[src/hw/sfu_pkg.sv]
// package: formats, operation codes, carriers and timing of the single precision float unit
package sfu_pkg;

	// ----------------------------------------------------------------
	// number format
	// ----------------------------------------------------------------
	localparam int SFU_WORD_W = 32;
	localparam int SFU_EXP_W = 8;
	localparam int SFU_FRAC_W = 24;
	localparam int SFU_STORED_W = 23;
	localparam int SFU_SIGN_BIT = 31;
	localparam int SFU_EXP_LSB = 23;
	localparam int SFU_XEXP_W = 11;
	localparam int SFU_WORK_W = 50;
	localparam int SFU_PROD_W = 48;
	localparam int SFU_QUOT_W = 27;
	localparam int SFU_GUARD_W = 25;
	localparam int SFU_QUOT_POS = 22;
	localparam logic signed [10:0] SFU_EXP_BIAS = 11'sh080;
	localparam logic signed [10:0] SFU_EXP_MAX = 11'sh0ff;
	localparam logic [31:0] SFU_CLEAN_ZERO = 32'h0000_0000;

	// ----------------------------------------------------------------
	// timing, figures in ns, counts in mclk cycles
	// ----------------------------------------------------------------
	localparam int SFU_CLK_NS = 5;
	localparam int SFU_ADD_NS = 18780;
	localparam int SFU_SUB_NS = 19080;
	localparam int SFU_MUL_NS = 29000;
	localparam int SFU_DIV_NS = 46270;
	localparam int SFU_ALIGN_NS = 300;
	localparam int SFU_NORM_NS = 340;
	localparam int SFU_ABORT_NS = 8000;
	localparam int SFU_TIMER_W = 16;
	localparam logic [15:0] SFU_ADD_CYC = 16'((SFU_ADD_NS + SFU_CLK_NS - 1) / SFU_CLK_NS);
	localparam logic [15:0] SFU_SUB_CYC = 16'((SFU_SUB_NS + SFU_CLK_NS - 1) / SFU_CLK_NS);
	localparam logic [15:0] SFU_MUL_CYC = 16'((SFU_MUL_NS + SFU_CLK_NS - 1) / SFU_CLK_NS);
	localparam logic [15:0] SFU_DIV_CYC = 16'((SFU_DIV_NS + SFU_CLK_NS - 1) / SFU_CLK_NS);
	localparam logic [15:0] SFU_ALIGN_CYC = 16'((SFU_ALIGN_NS + SFU_CLK_NS - 1) / SFU_CLK_NS);
	localparam logic [15:0] SFU_NORM_CYC = 16'((SFU_NORM_NS + SFU_CLK_NS - 1) / SFU_CLK_NS);
	localparam logic [15:0] SFU_ABORT_CYC = 16'((SFU_ABORT_NS + SFU_CLK_NS - 1) / SFU_CLK_NS);

	// ----------------------------------------------------------------
	// operations and carriers
	// ----------------------------------------------------------------
	typedef enum logic [1:0] {
		float_add_op,
		float_subtract_op,
		float_multiply_op,
		float_divide_op
	} sfu_op_t;

	typedef struct packed {
		sfu_op_t op;
		logic [31:0] acc;
		logic [31:0] src;
	} sfu_req_t;

	typedef struct packed {
		logic [31:0] value;
		logic n;
		logic z;
		logic v;
		logic c;
	} sfu_res_t;

endpackage : sfu_pkg

[src/hw/sfu_unit.sv]
// single precision float unit: add, subtract, multiply, divide with timing and abort
// ----------------------------------------------------------------
// ----------------------------------------------------------------
`timescale 1ns/1ps
`default_nettype none
module sfu_unit
	import sfu_pkg::*;
#(
	parameter logic [15:0] MUL_BASE_CYC = SFU_MUL_CYC,
	parameter logic [15:0] DIV_BASE_CYC = SFU_DIV_CYC
)
(
	input wire logic mclk,
	input wire logic rst,
	input wire logic start,
	input wire sfu_req_t req,
	input wire logic bus_request_line,
	output logic busy,
	output logic done,
	output logic result_write,
	output logic abort,
	output logic instr_boundary,
	output sfu_res_t res
);

	typedef enum {
		SFU_IDLE,
		SFU_ALIGN,
		SFU_ARITH,
		SFU_DIVW,
		SFU_NORM,
		SFU_ROUND,
		SFU_WAIT
	} sfu_state_t;

	sfu_state_t state;
	sfu_op_t op;
	logic sa, sb, ws, div_zero, ok;
	logic signed [10:0] ea, eb, we;
	logic [23:0] ma, mb;
	logic [49:0] wa, wb, wm;
	logic [15:0] rem_cyc;
	logic [15:0] next_add;
	logic [7:0] nshift;
	logic [47:0] prod;
	logic div_start, div_done, div_rem_nz;
	logic [26:0] div_q;
	logic [24:0] rnd;
	logic signed [10:0] next_exp;
	logic [31:0] next_value;
	logic go_abort;

	// ----------------------------------------------------------------
	// control and handshake
	// ----------------------------------------------------------------
	assign busy = state != SFU_IDLE;
	assign instr_boundary = state == SFU_IDLE;
	// only a request early in the instruction abandons it
	assign go_abort = busy && bus_request_line && rem_cyc > SFU_ABORT_CYC;
	assign prod = ma * mb;
	assign div_start = state == SFU_ARITH && op == float_divide_op && !div_zero;

	sfu_frac_div u_div (
		.mclk(mclk),
		.rst(rst),
		.start(div_start),
		.dividend(ma),
		.divisor(mb),
		.done(div_done),
		.quotient(div_q),
		.rem_nz(div_rem_nz)
	);

	// extra time owed by this cycle's shifts
	always_comb
	begin
		next_add = 16'h0000;
		if (state == SFU_ALIGN && ea != eb && nshift != 8'h00)
			next_add = SFU_ALIGN_CYC;
		if (state == SFU_NORM && !wm[49] && wm != 50'h0 && !wm[48])
			next_add = SFU_NORM_CYC;
	end

	// execution timer: counts down the time the instruction still needs
	always_ff @(posedge mclk or posedge rst)
	begin
		if (rst)
			rem_cyc <= 16'h0000;
		else if (state == SFU_IDLE && start)
		begin
			case (req.op)
				float_add_op: rem_cyc <= SFU_ADD_CYC;
				float_subtract_op: rem_cyc <= SFU_SUB_CYC;
				float_multiply_op: rem_cyc <= MUL_BASE_CYC;
				float_divide_op: rem_cyc <= DIV_BASE_CYC;
				default: rem_cyc <= SFU_ADD_CYC;
			endcase
		end
		else if (busy)
			rem_cyc <= rem_cyc + next_add - {15'h0000, rem_cyc != 16'h0000};
	end

	// ----------------------------------------------------------------
	// rounding and packing
	// ----------------------------------------------------------------
	// sticky bits below the fraction push the magnitude up
	always_comb
	begin
		rnd = {1'b0, wm[48:25]} + {24'h000000, wm[24:0] != 25'h0};
		next_exp = we;
		if (rnd[24])
			next_exp = we + 11'sh001;
		ok = next_exp > 11'sh000 && next_exp <= SFU_EXP_MAX;
		next_value = {ws, next_exp[7:0], rnd[24] ? rnd[23:1] : rnd[22:0]};
		if (wm == 50'h0)
		begin
			ok = 1'b1;
			next_value = SFU_CLEAN_ZERO;
		end
	end

	// ----------------------------------------------------------------
	// datapath sequencer
	// ----------------------------------------------------------------
	always_ff @(posedge mclk or posedge rst)
	begin
		if (rst)
		begin
			state <= SFU_IDLE;
			op <= float_add_op;
			sa <= 1'b0;
			sb <= 1'b0;
			ws <= 1'b0;
			ea <= 11'sh000;
			eb <= 11'sh000;
			we <= 11'sh000;
			ma <= 24'h000000;
			mb <= 24'h000000;
			wa <= 50'h0;
			wb <= 50'h0;
			wm <= 50'h0;
			nshift <= 8'h00;
			div_zero <= 1'b0;
			done <= 1'b0;
			result_write <= 1'b0;
			abort <= 1'b0;
			res <= '0;
		end
		else
		begin
			done <= 1'b0;
			result_write <= 1'b0;
			abort <= 1'b0;
			if (go_abort)
			begin
				abort <= 1'b1;
				state <= SFU_IDLE;
			end
			else
			begin
				case (state)
					SFU_IDLE:
						if (start)
						begin
							// a zero exponent makes the whole operand zero
							op <= req.op;
							sa <= req.acc[SFU_SIGN_BIT];
							sb <= req.src[SFU_SIGN_BIT] ^ (req.op == float_subtract_op);
							ma <= req.acc[30:23] == 8'h00 ? 24'h000000 : {1'b1, req.acc[22:0]};
							mb <= req.src[30:23] == 8'h00 ? 24'h000000 : {1'b1, req.src[22:0]};
							wa <= req.acc[30:23] == 8'h00 ? 50'h0 : {2'b01, req.acc[22:0], 25'h0};
							wb <= req.src[30:23] == 8'h00 ? 50'h0 : {2'b01, req.src[22:0], 25'h0};
							// zero operand takes the other exponent, so no alignment
							ea <= {3'b000, req.acc[30:23] == 8'h00 ? req.src[30:23] : req.acc[30:23]};
							eb <= {3'b000, req.src[30:23] == 8'h00 ? req.acc[30:23] : req.src[30:23]};
							div_zero <= req.src[30:23] == 8'h00 && req.op == float_divide_op;
							nshift <= 8'h00;
							state <= SFU_ALIGN;
						end
					SFU_ALIGN:
						if (op == float_multiply_op || op == float_divide_op || ea == eb)
							state <= SFU_ARITH;
						else
						begin
							// sticky lsb keeps lost bits visible to rounding
							nshift <= nshift + 8'h01;
							if (ea < eb)
							begin
								wa <= {1'b0, wa[49:2], wa[1] | wa[0]};
								ea <= ea + 11'sh001;
							end
							else
							begin
								wb <= {1'b0, wb[49:2], wb[1] | wb[0]};
								eb <= eb + 11'sh001;
							end
						end
					SFU_ARITH:
					begin
						we <= ea;
						state <= SFU_NORM;
						case (op)
							float_multiply_op:
							begin
								ws <= sa ^ sb;
								// product of two fractions keeps its binary point at the top of wm
								wm <= {1'b0, prod, 1'b0};
								we <= ea + eb - SFU_EXP_BIAS;
							end
							float_divide_op:
							begin
								ws <= sa ^ sb;
								wm <= 50'h0;
								if (div_zero)
									state <= SFU_WAIT;
								else if (ma != 24'h000000)
									state <= SFU_DIVW;
							end
							default:
								if (sa == sb)
								begin
									ws <= sa;
									wm <= wa + wb;
								end
								else if (wa >= wb)
								begin
									ws <= sa;
									wm <= wa - wb;
								end
								else
								begin
									ws <= sb;
									wm <= wb - wa;
								end
						endcase
					end
					SFU_DIVW:
						if (div_done)
						begin
							// quotient integer bit sits above the point; normalize shifts it back
							wm <= {div_q, 22'h0, div_rem_nz};
							we <= ea - eb + SFU_EXP_BIAS;
							state <= SFU_NORM;
						end
					SFU_NORM:
						if (wm[49])
						begin
							wm <= {1'b0, wm[49:2], wm[1] | wm[0]};
							we <= we + 11'sh001;
						end
						else if (wm != 50'h0 && !wm[48])
						begin
							wm <= {wm[48:0], 1'b0};
							we <= we - 11'sh001;
						end
						else
							state <= SFU_ROUND;
					SFU_ROUND:
					begin
						res.value <= ok ? next_value : SFU_CLEAN_ZERO;
						res.n <= (ok && next_value[SFU_SIGN_BIT]) || (!ok && next_exp <= 11'sh000);
						res.z <= ok && next_value == SFU_CLEAN_ZERO;
						res.v <= !ok;
						res.c <= 1'b0;
						state <= SFU_WAIT;
					end
					SFU_WAIT:
					begin
						if (div_zero)
						begin
							res.n <= 1'b0;
							res.z <= 1'b0;
							res.v <= 1'b0;
							res.c <= 1'b1;
						end
						// hold the answer until the instruction time is spent
						if (rem_cyc == 16'h0000)
						begin
							done <= 1'b1;
							result_write <= !div_zero && !res.v;
							state <= SFU_IDLE;
						end
					end
					default:
						state <= SFU_IDLE;
				endcase
			end
		end
	end

endmodule : sfu_unit
`default_nettype wire

[src/hw/sfu_frac_div.sv]
// restoring fraction divider for the single precision float unit
`timescale 1ns/1ps
`default_nettype none
module sfu_frac_div
	import sfu_pkg::*;
(
	input wire logic mclk,
	input wire logic rst,
	input wire logic start,
	input wire logic [23:0] dividend,
	input wire logic [23:0] divisor,
	output logic done,
	output logic [26:0] quotient,
	output logic rem_nz
);

	// ----------------------------------------------------------------
	// one quotient bit per cycle
	// ----------------------------------------------------------------
	logic [24:0] rem;
	logic [23:0] dsor;
	logic [4:0] cnt;
	logic run;
	logic ge;
	logic [24:0] trial;

	// remainder stays below twice the divisor, so the shift never overflows
	always_comb
	begin
		ge = rem >= {1'b0, dsor};
		trial = ge ? rem - {1'b0, dsor} : rem;
	end

	// step counter and remainder
	always_ff @(posedge mclk or posedge rst)
	begin
		if (rst)
		begin
			rem <= 25'h0000000;
			dsor <= 24'h000000;
			cnt <= 5'h00;
			run <= 1'b0;
			quotient <= 27'h0000000;
			done <= 1'b0;
			rem_nz <= 1'b0;
		end
		else
		begin
			done <= 1'b0;
			if (start)
			begin
				rem <= {1'b0, dividend};
				dsor <= divisor;
				cnt <= 5'(SFU_QUOT_W);
				run <= 1'b1;
			end
			else if (run)
			begin
				rem <= {trial[23:0], 1'b0};
				quotient <= {quotient[25:0], ge};
				cnt <= cnt - 5'h01;
				if (cnt == 5'h01)
				begin
					run <= 1'b0;
					done <= 1'b1;
					rem_nz <= trial != 25'h0000000;
				end
			end
		end
	end

endmodule : sfu_frac_div
`default_nettype wire

[config.mk]
export PLATFORM = sky130hd
export DESIGN_NAME = sfu_unit
export DESIGN_NICKNAME = d
export VERILOG_FILES = /design/src/hw/sfu_pkg.sv /design/src/hw/sfu_unit.sv /design/src/hw/sfu_frac_div.sv
export SDC_FILE = /design/constraint.sdc
export NUM_CORES = 2
export LEC_CHECK = 0
export BUFFER_PORTS_ARGS = -buffer_cell sky130_fd_sc_hd__buf_2
export CORE_MARGIN = 3
export CORE_UTILIZATION = 50
export DETAILED_ROUTE_END_ITERATION = 12
export GPL_TIMING_DRIVEN = 0
export PLACE_DENSITY = 0.66
export RECOVER_POWER = 100
export SLEW_MARGIN = 20
export SYNTH_ARGS = -nofsm -noshare
export SYNTH_HDL_FRONTEND = slang
export SYNTH_SLANG_ARGS = --single-unit
export TNS_END_PERCENT = 100
[constraint.sdc]
create_clock -name mclk -period 23.5 [get_ports mclk]
set_input_delay 2.35 -clock mclk [delete_from_list [all_inputs] [get_ports mclk]]
set_output_delay 2.35 -clock mclk [all_outputs]
set_load 0.02 [all_outputs]
==> results.sh <==
export IMPL_ioPinCount=111
export IMPL_fillCellCount=9515
export IMPL_wire_per_inst_um=28.2
export IMPL_root_buffer="clkbuf_16"
export IMPL_fin_tns_setup_ns=0
export IMPL_hold_path_depth=2
export IMPL_postCtsResizedCells=0
export IMPL_postSynthCellCount=6089
export IMPL_grt_overflow_total=0
export IMPL_layout_nets=7243
export IMPL_hpwl_um=172000
export IMPL_synth_edf_count=0
export IMPL_setup_violations=0
export IMPL_portBuffers=109
export IMPL_max_slew_margin_rel_pct=-264
export IMPL_die_h_um=322
export IMPL_drt_first_pass_iters=7
export IMPL_crit_type="in2async"
export IMPL_reg2regPathDepth=27
export IMPL_synth_area_sq_mm=0.0500
export IMPL_crit_fanout=100
export IMPL_postCtsSetupBuffers=0
export IMPL_finalCritPeriodShare_pct=60.1
export IMPL_min_period_ns=14.13
export IMPL_core_sq_mm=0.0989
export IMPL_max_freq_mhz=70.8
export IMPL_area_growth_pct=7.75
export IMPL_synth_nets=7078
export IMPL_routed_wl_um=214000
export IMPL_ant_nets=0
export IMPL_ys_flop_type="dfrtp_1"
export IMPL_tightest_slew_ns=5.46
export IMPL_yosys_cell_types_count=94
export IMPL_maxSlewViolCount=398
export IMPL_cts_sinks=385
export IMPL_hold_class="reg2reg"
export IMPL_ys_seq_elements=385
export IMPL_numCtsBuffers=49
export IMPL_dieArea_sq_mm=0.104
export IMPL_maxCapViolCount=6
export IMPL_required_ns=22.92
export IMPL_grt_pass1_vias=46978
export IMPL_yosysSeqAreaShare_pct=19.3
export IMPL_synth_avg_cell_area_sq_um=8.22
export IMPL_vias_per_cell=6.32
export IMPL_cp_start_kind="primary input"
export IMPL_cts_max_level=2
export IMPL_violations="max-capacitance violations, max-slew violations"
export IMPL_end_kind="async pin"
export IMPL_cts_buffer_depth=3
export IMPL_async_reset_ff_share_pct=100
export IMPL_drc=0
export IMPL_r2r_slack_ns=12.79
export IMPL_finalHoldViolCount=0
export IMPL_die_width_um=322
export IMPL_grt_max_degree=101
export IMPL_drt_iter0_drc=5346
export IMPL_critical_path_arrival_ns=13.56
export IMPL_vias=47934
export IMPL_outcome="finished, violations left"
export IMPL_grt_pass1_wl_um=312000
export IMPL_cts_hold_buf=0
export IMPL_drive_gt1_share_pct=4.05
export IMPL_start_util_pct=50.6
export IMPL_cts_tree="built"
export IMPL_rsz0062_at_grt="false"
export IMPL_grt_usage_pct=40.8
export IMPL_gp_congestion=1.05
export IMPL_ys_warn_count=0
export IMPL_fin_util_pct=54.5
export IMPL_clk_latency_ns=0.66
export IMPL_cts_clk_slew_worst_paths_ns=0.06
export IMPL_antenna_found_initial=9
export IMPL_fin_skew_ns=0.0232
export IMPL_rows=115
kinds of logic (layout without fill, tap and decap cells):
family	after synthesis	after routing	synth area share, %
other	0	8	0
AOI/OAI and AO/OA	1424	1424	18.3
DFF	385	385	19.3
adders and majority gates	919	919	30.4
muxes	99	99	2.09
buffers and inverters	1200	1405	9.05
xor gates and xnor gates	175	175	3.06
and+or+nand+nor	1887	1887	17.9
through the flow:
step	area (sq um)	worst slack (ns)	hold slack, ns	cells
after global routing	53900	7.18	0.507	7582
after global placement	52200	5.49	0.456	7485
final	53900	9.37	0.473	7589
after CTS	54100	14.15	0.474	7581
after floorplan	50000	10.45	0.453	6089
after detailed placement	52400	14.17	0.458	7490
cells in the mapped netlist, types with 79 or more instances:
cell type / instances / area, sq um
a211oi_1: 84 / 631
a21o_1: 92 / 691
a21oi_1: 366 / 1830
and2_1: 294 / 1840
clkbuf_1: 324 / 1220
dfrtp_1: 385 / 9630
fa_1: 493 / 9870
ha_1: 426 / 5330
inv_1: 825 / 3100
nand2_1: 759 / 2850
nand3_1: 121 / 606
nor2_1: 329 / 1230
nor3_1: 79 / 395
o21ai_0: 374 / 1870
xnor2_1: 129 / 1130
worst max-delay path, cell delays in order:
cell and delay (ns):
buf_2 0.10, clkinvlp_2 1.70, clkbuf_1 2.91, clkbuf_1 2.27, clkbuf_1 3.92
cell usage in the layout, fill, tap and decap left out, types with 72 or more instances in the layout:
| cell | synthesis | routed |
|---|---|---|
| a211oi_1 | 84 | 85 |
| a21oi_1 | 366 | 366 |
| o21ai_0 | 374 | 377 |
| xnor2_1 | 129 | 128 |
| nor2_1 | 329 | 329 |
| fa_1 | 493 | 493 |
| inv_1 | 825 | 824 |
| nand2_1 | 759 | 759 |
| a21o_1 | 92 | 92 |
| nand3_1 | 121 | 121 |
| buf_2 | 19 | 84 |
| nand4_1 | 72 | 72 |
| ha_1 | 426 | 426 |
| clkbuf_1 | 324 | 380 |
| nor3_1 | 79 | 80 |
| dfrtp_1 | 385 | 385 |
| and2_1 | 294 | 291 |
area by class of cell:
| type | count | area, sq um | share of cell area (%) |
|---|---|---|---|
| Multi-Input combinational cell | 4504 | 35800 | 66.5 |
| Buffer | 369 | 1410 | 2.62 |
| Tap cell | 1287 | 1610 | 2.99 |
| Clock inverter | 31 | 440 | 0.817 |
| Timing Repair Buffer | 114 | 514 | 0.954 |
| Clock buffer | 60 | 1320 | 2.44 |
| Antenna cell | 8 | 20.0 | 0.0371 |
| Inverter | 831 | 3120 | 5.79 |
| Sequential cell | 385 | 9630 | 17.9 |
flip-flops by register name, indices dropped and copies added, names as in the netlist, 2 cells and up:
| register | flops |
|---|---|
| res | 36 |
| op | 2 |
| u_div.cnt | 5 |
| eb | 11 |
| rem_cyc | 16 |
| wb | 49 |
| we | 11 |
| wa | 49 |
| u_div.dsor | 24 |
| state | 3 |
| ea | 11 |
| wm | 50 |
| u_div.rem | 25 |
| nshift | 8 |
| mb | 24 |
| u_div.quotient | 27 |
| ma | 24 |
worst paths after layout:
kind                            endpoint  startpoint
min in group asynchronous  u_div.rem[19]         rst
max reg2reg                       wm[36]      ma[16]
min                              res[24]     res[24]
max                                mb[8]         rst
min reg2reg                      res[24]     res[24]
max in group mclk                 wm[36]      ma[16]
metal layers:
metal	global-route usage, %	up-vias	part of all wire, %
li1	-	20748	-
met1	49.3	23696	37
met2	65.1	2701	45
met3	8.32	785	9.4
met4	29.6	4	8.9
met5	0	-	0.015
Power is not shown: default switching activity piles up to over one toggle a cycle in this logic, so the estimate is an artifact.
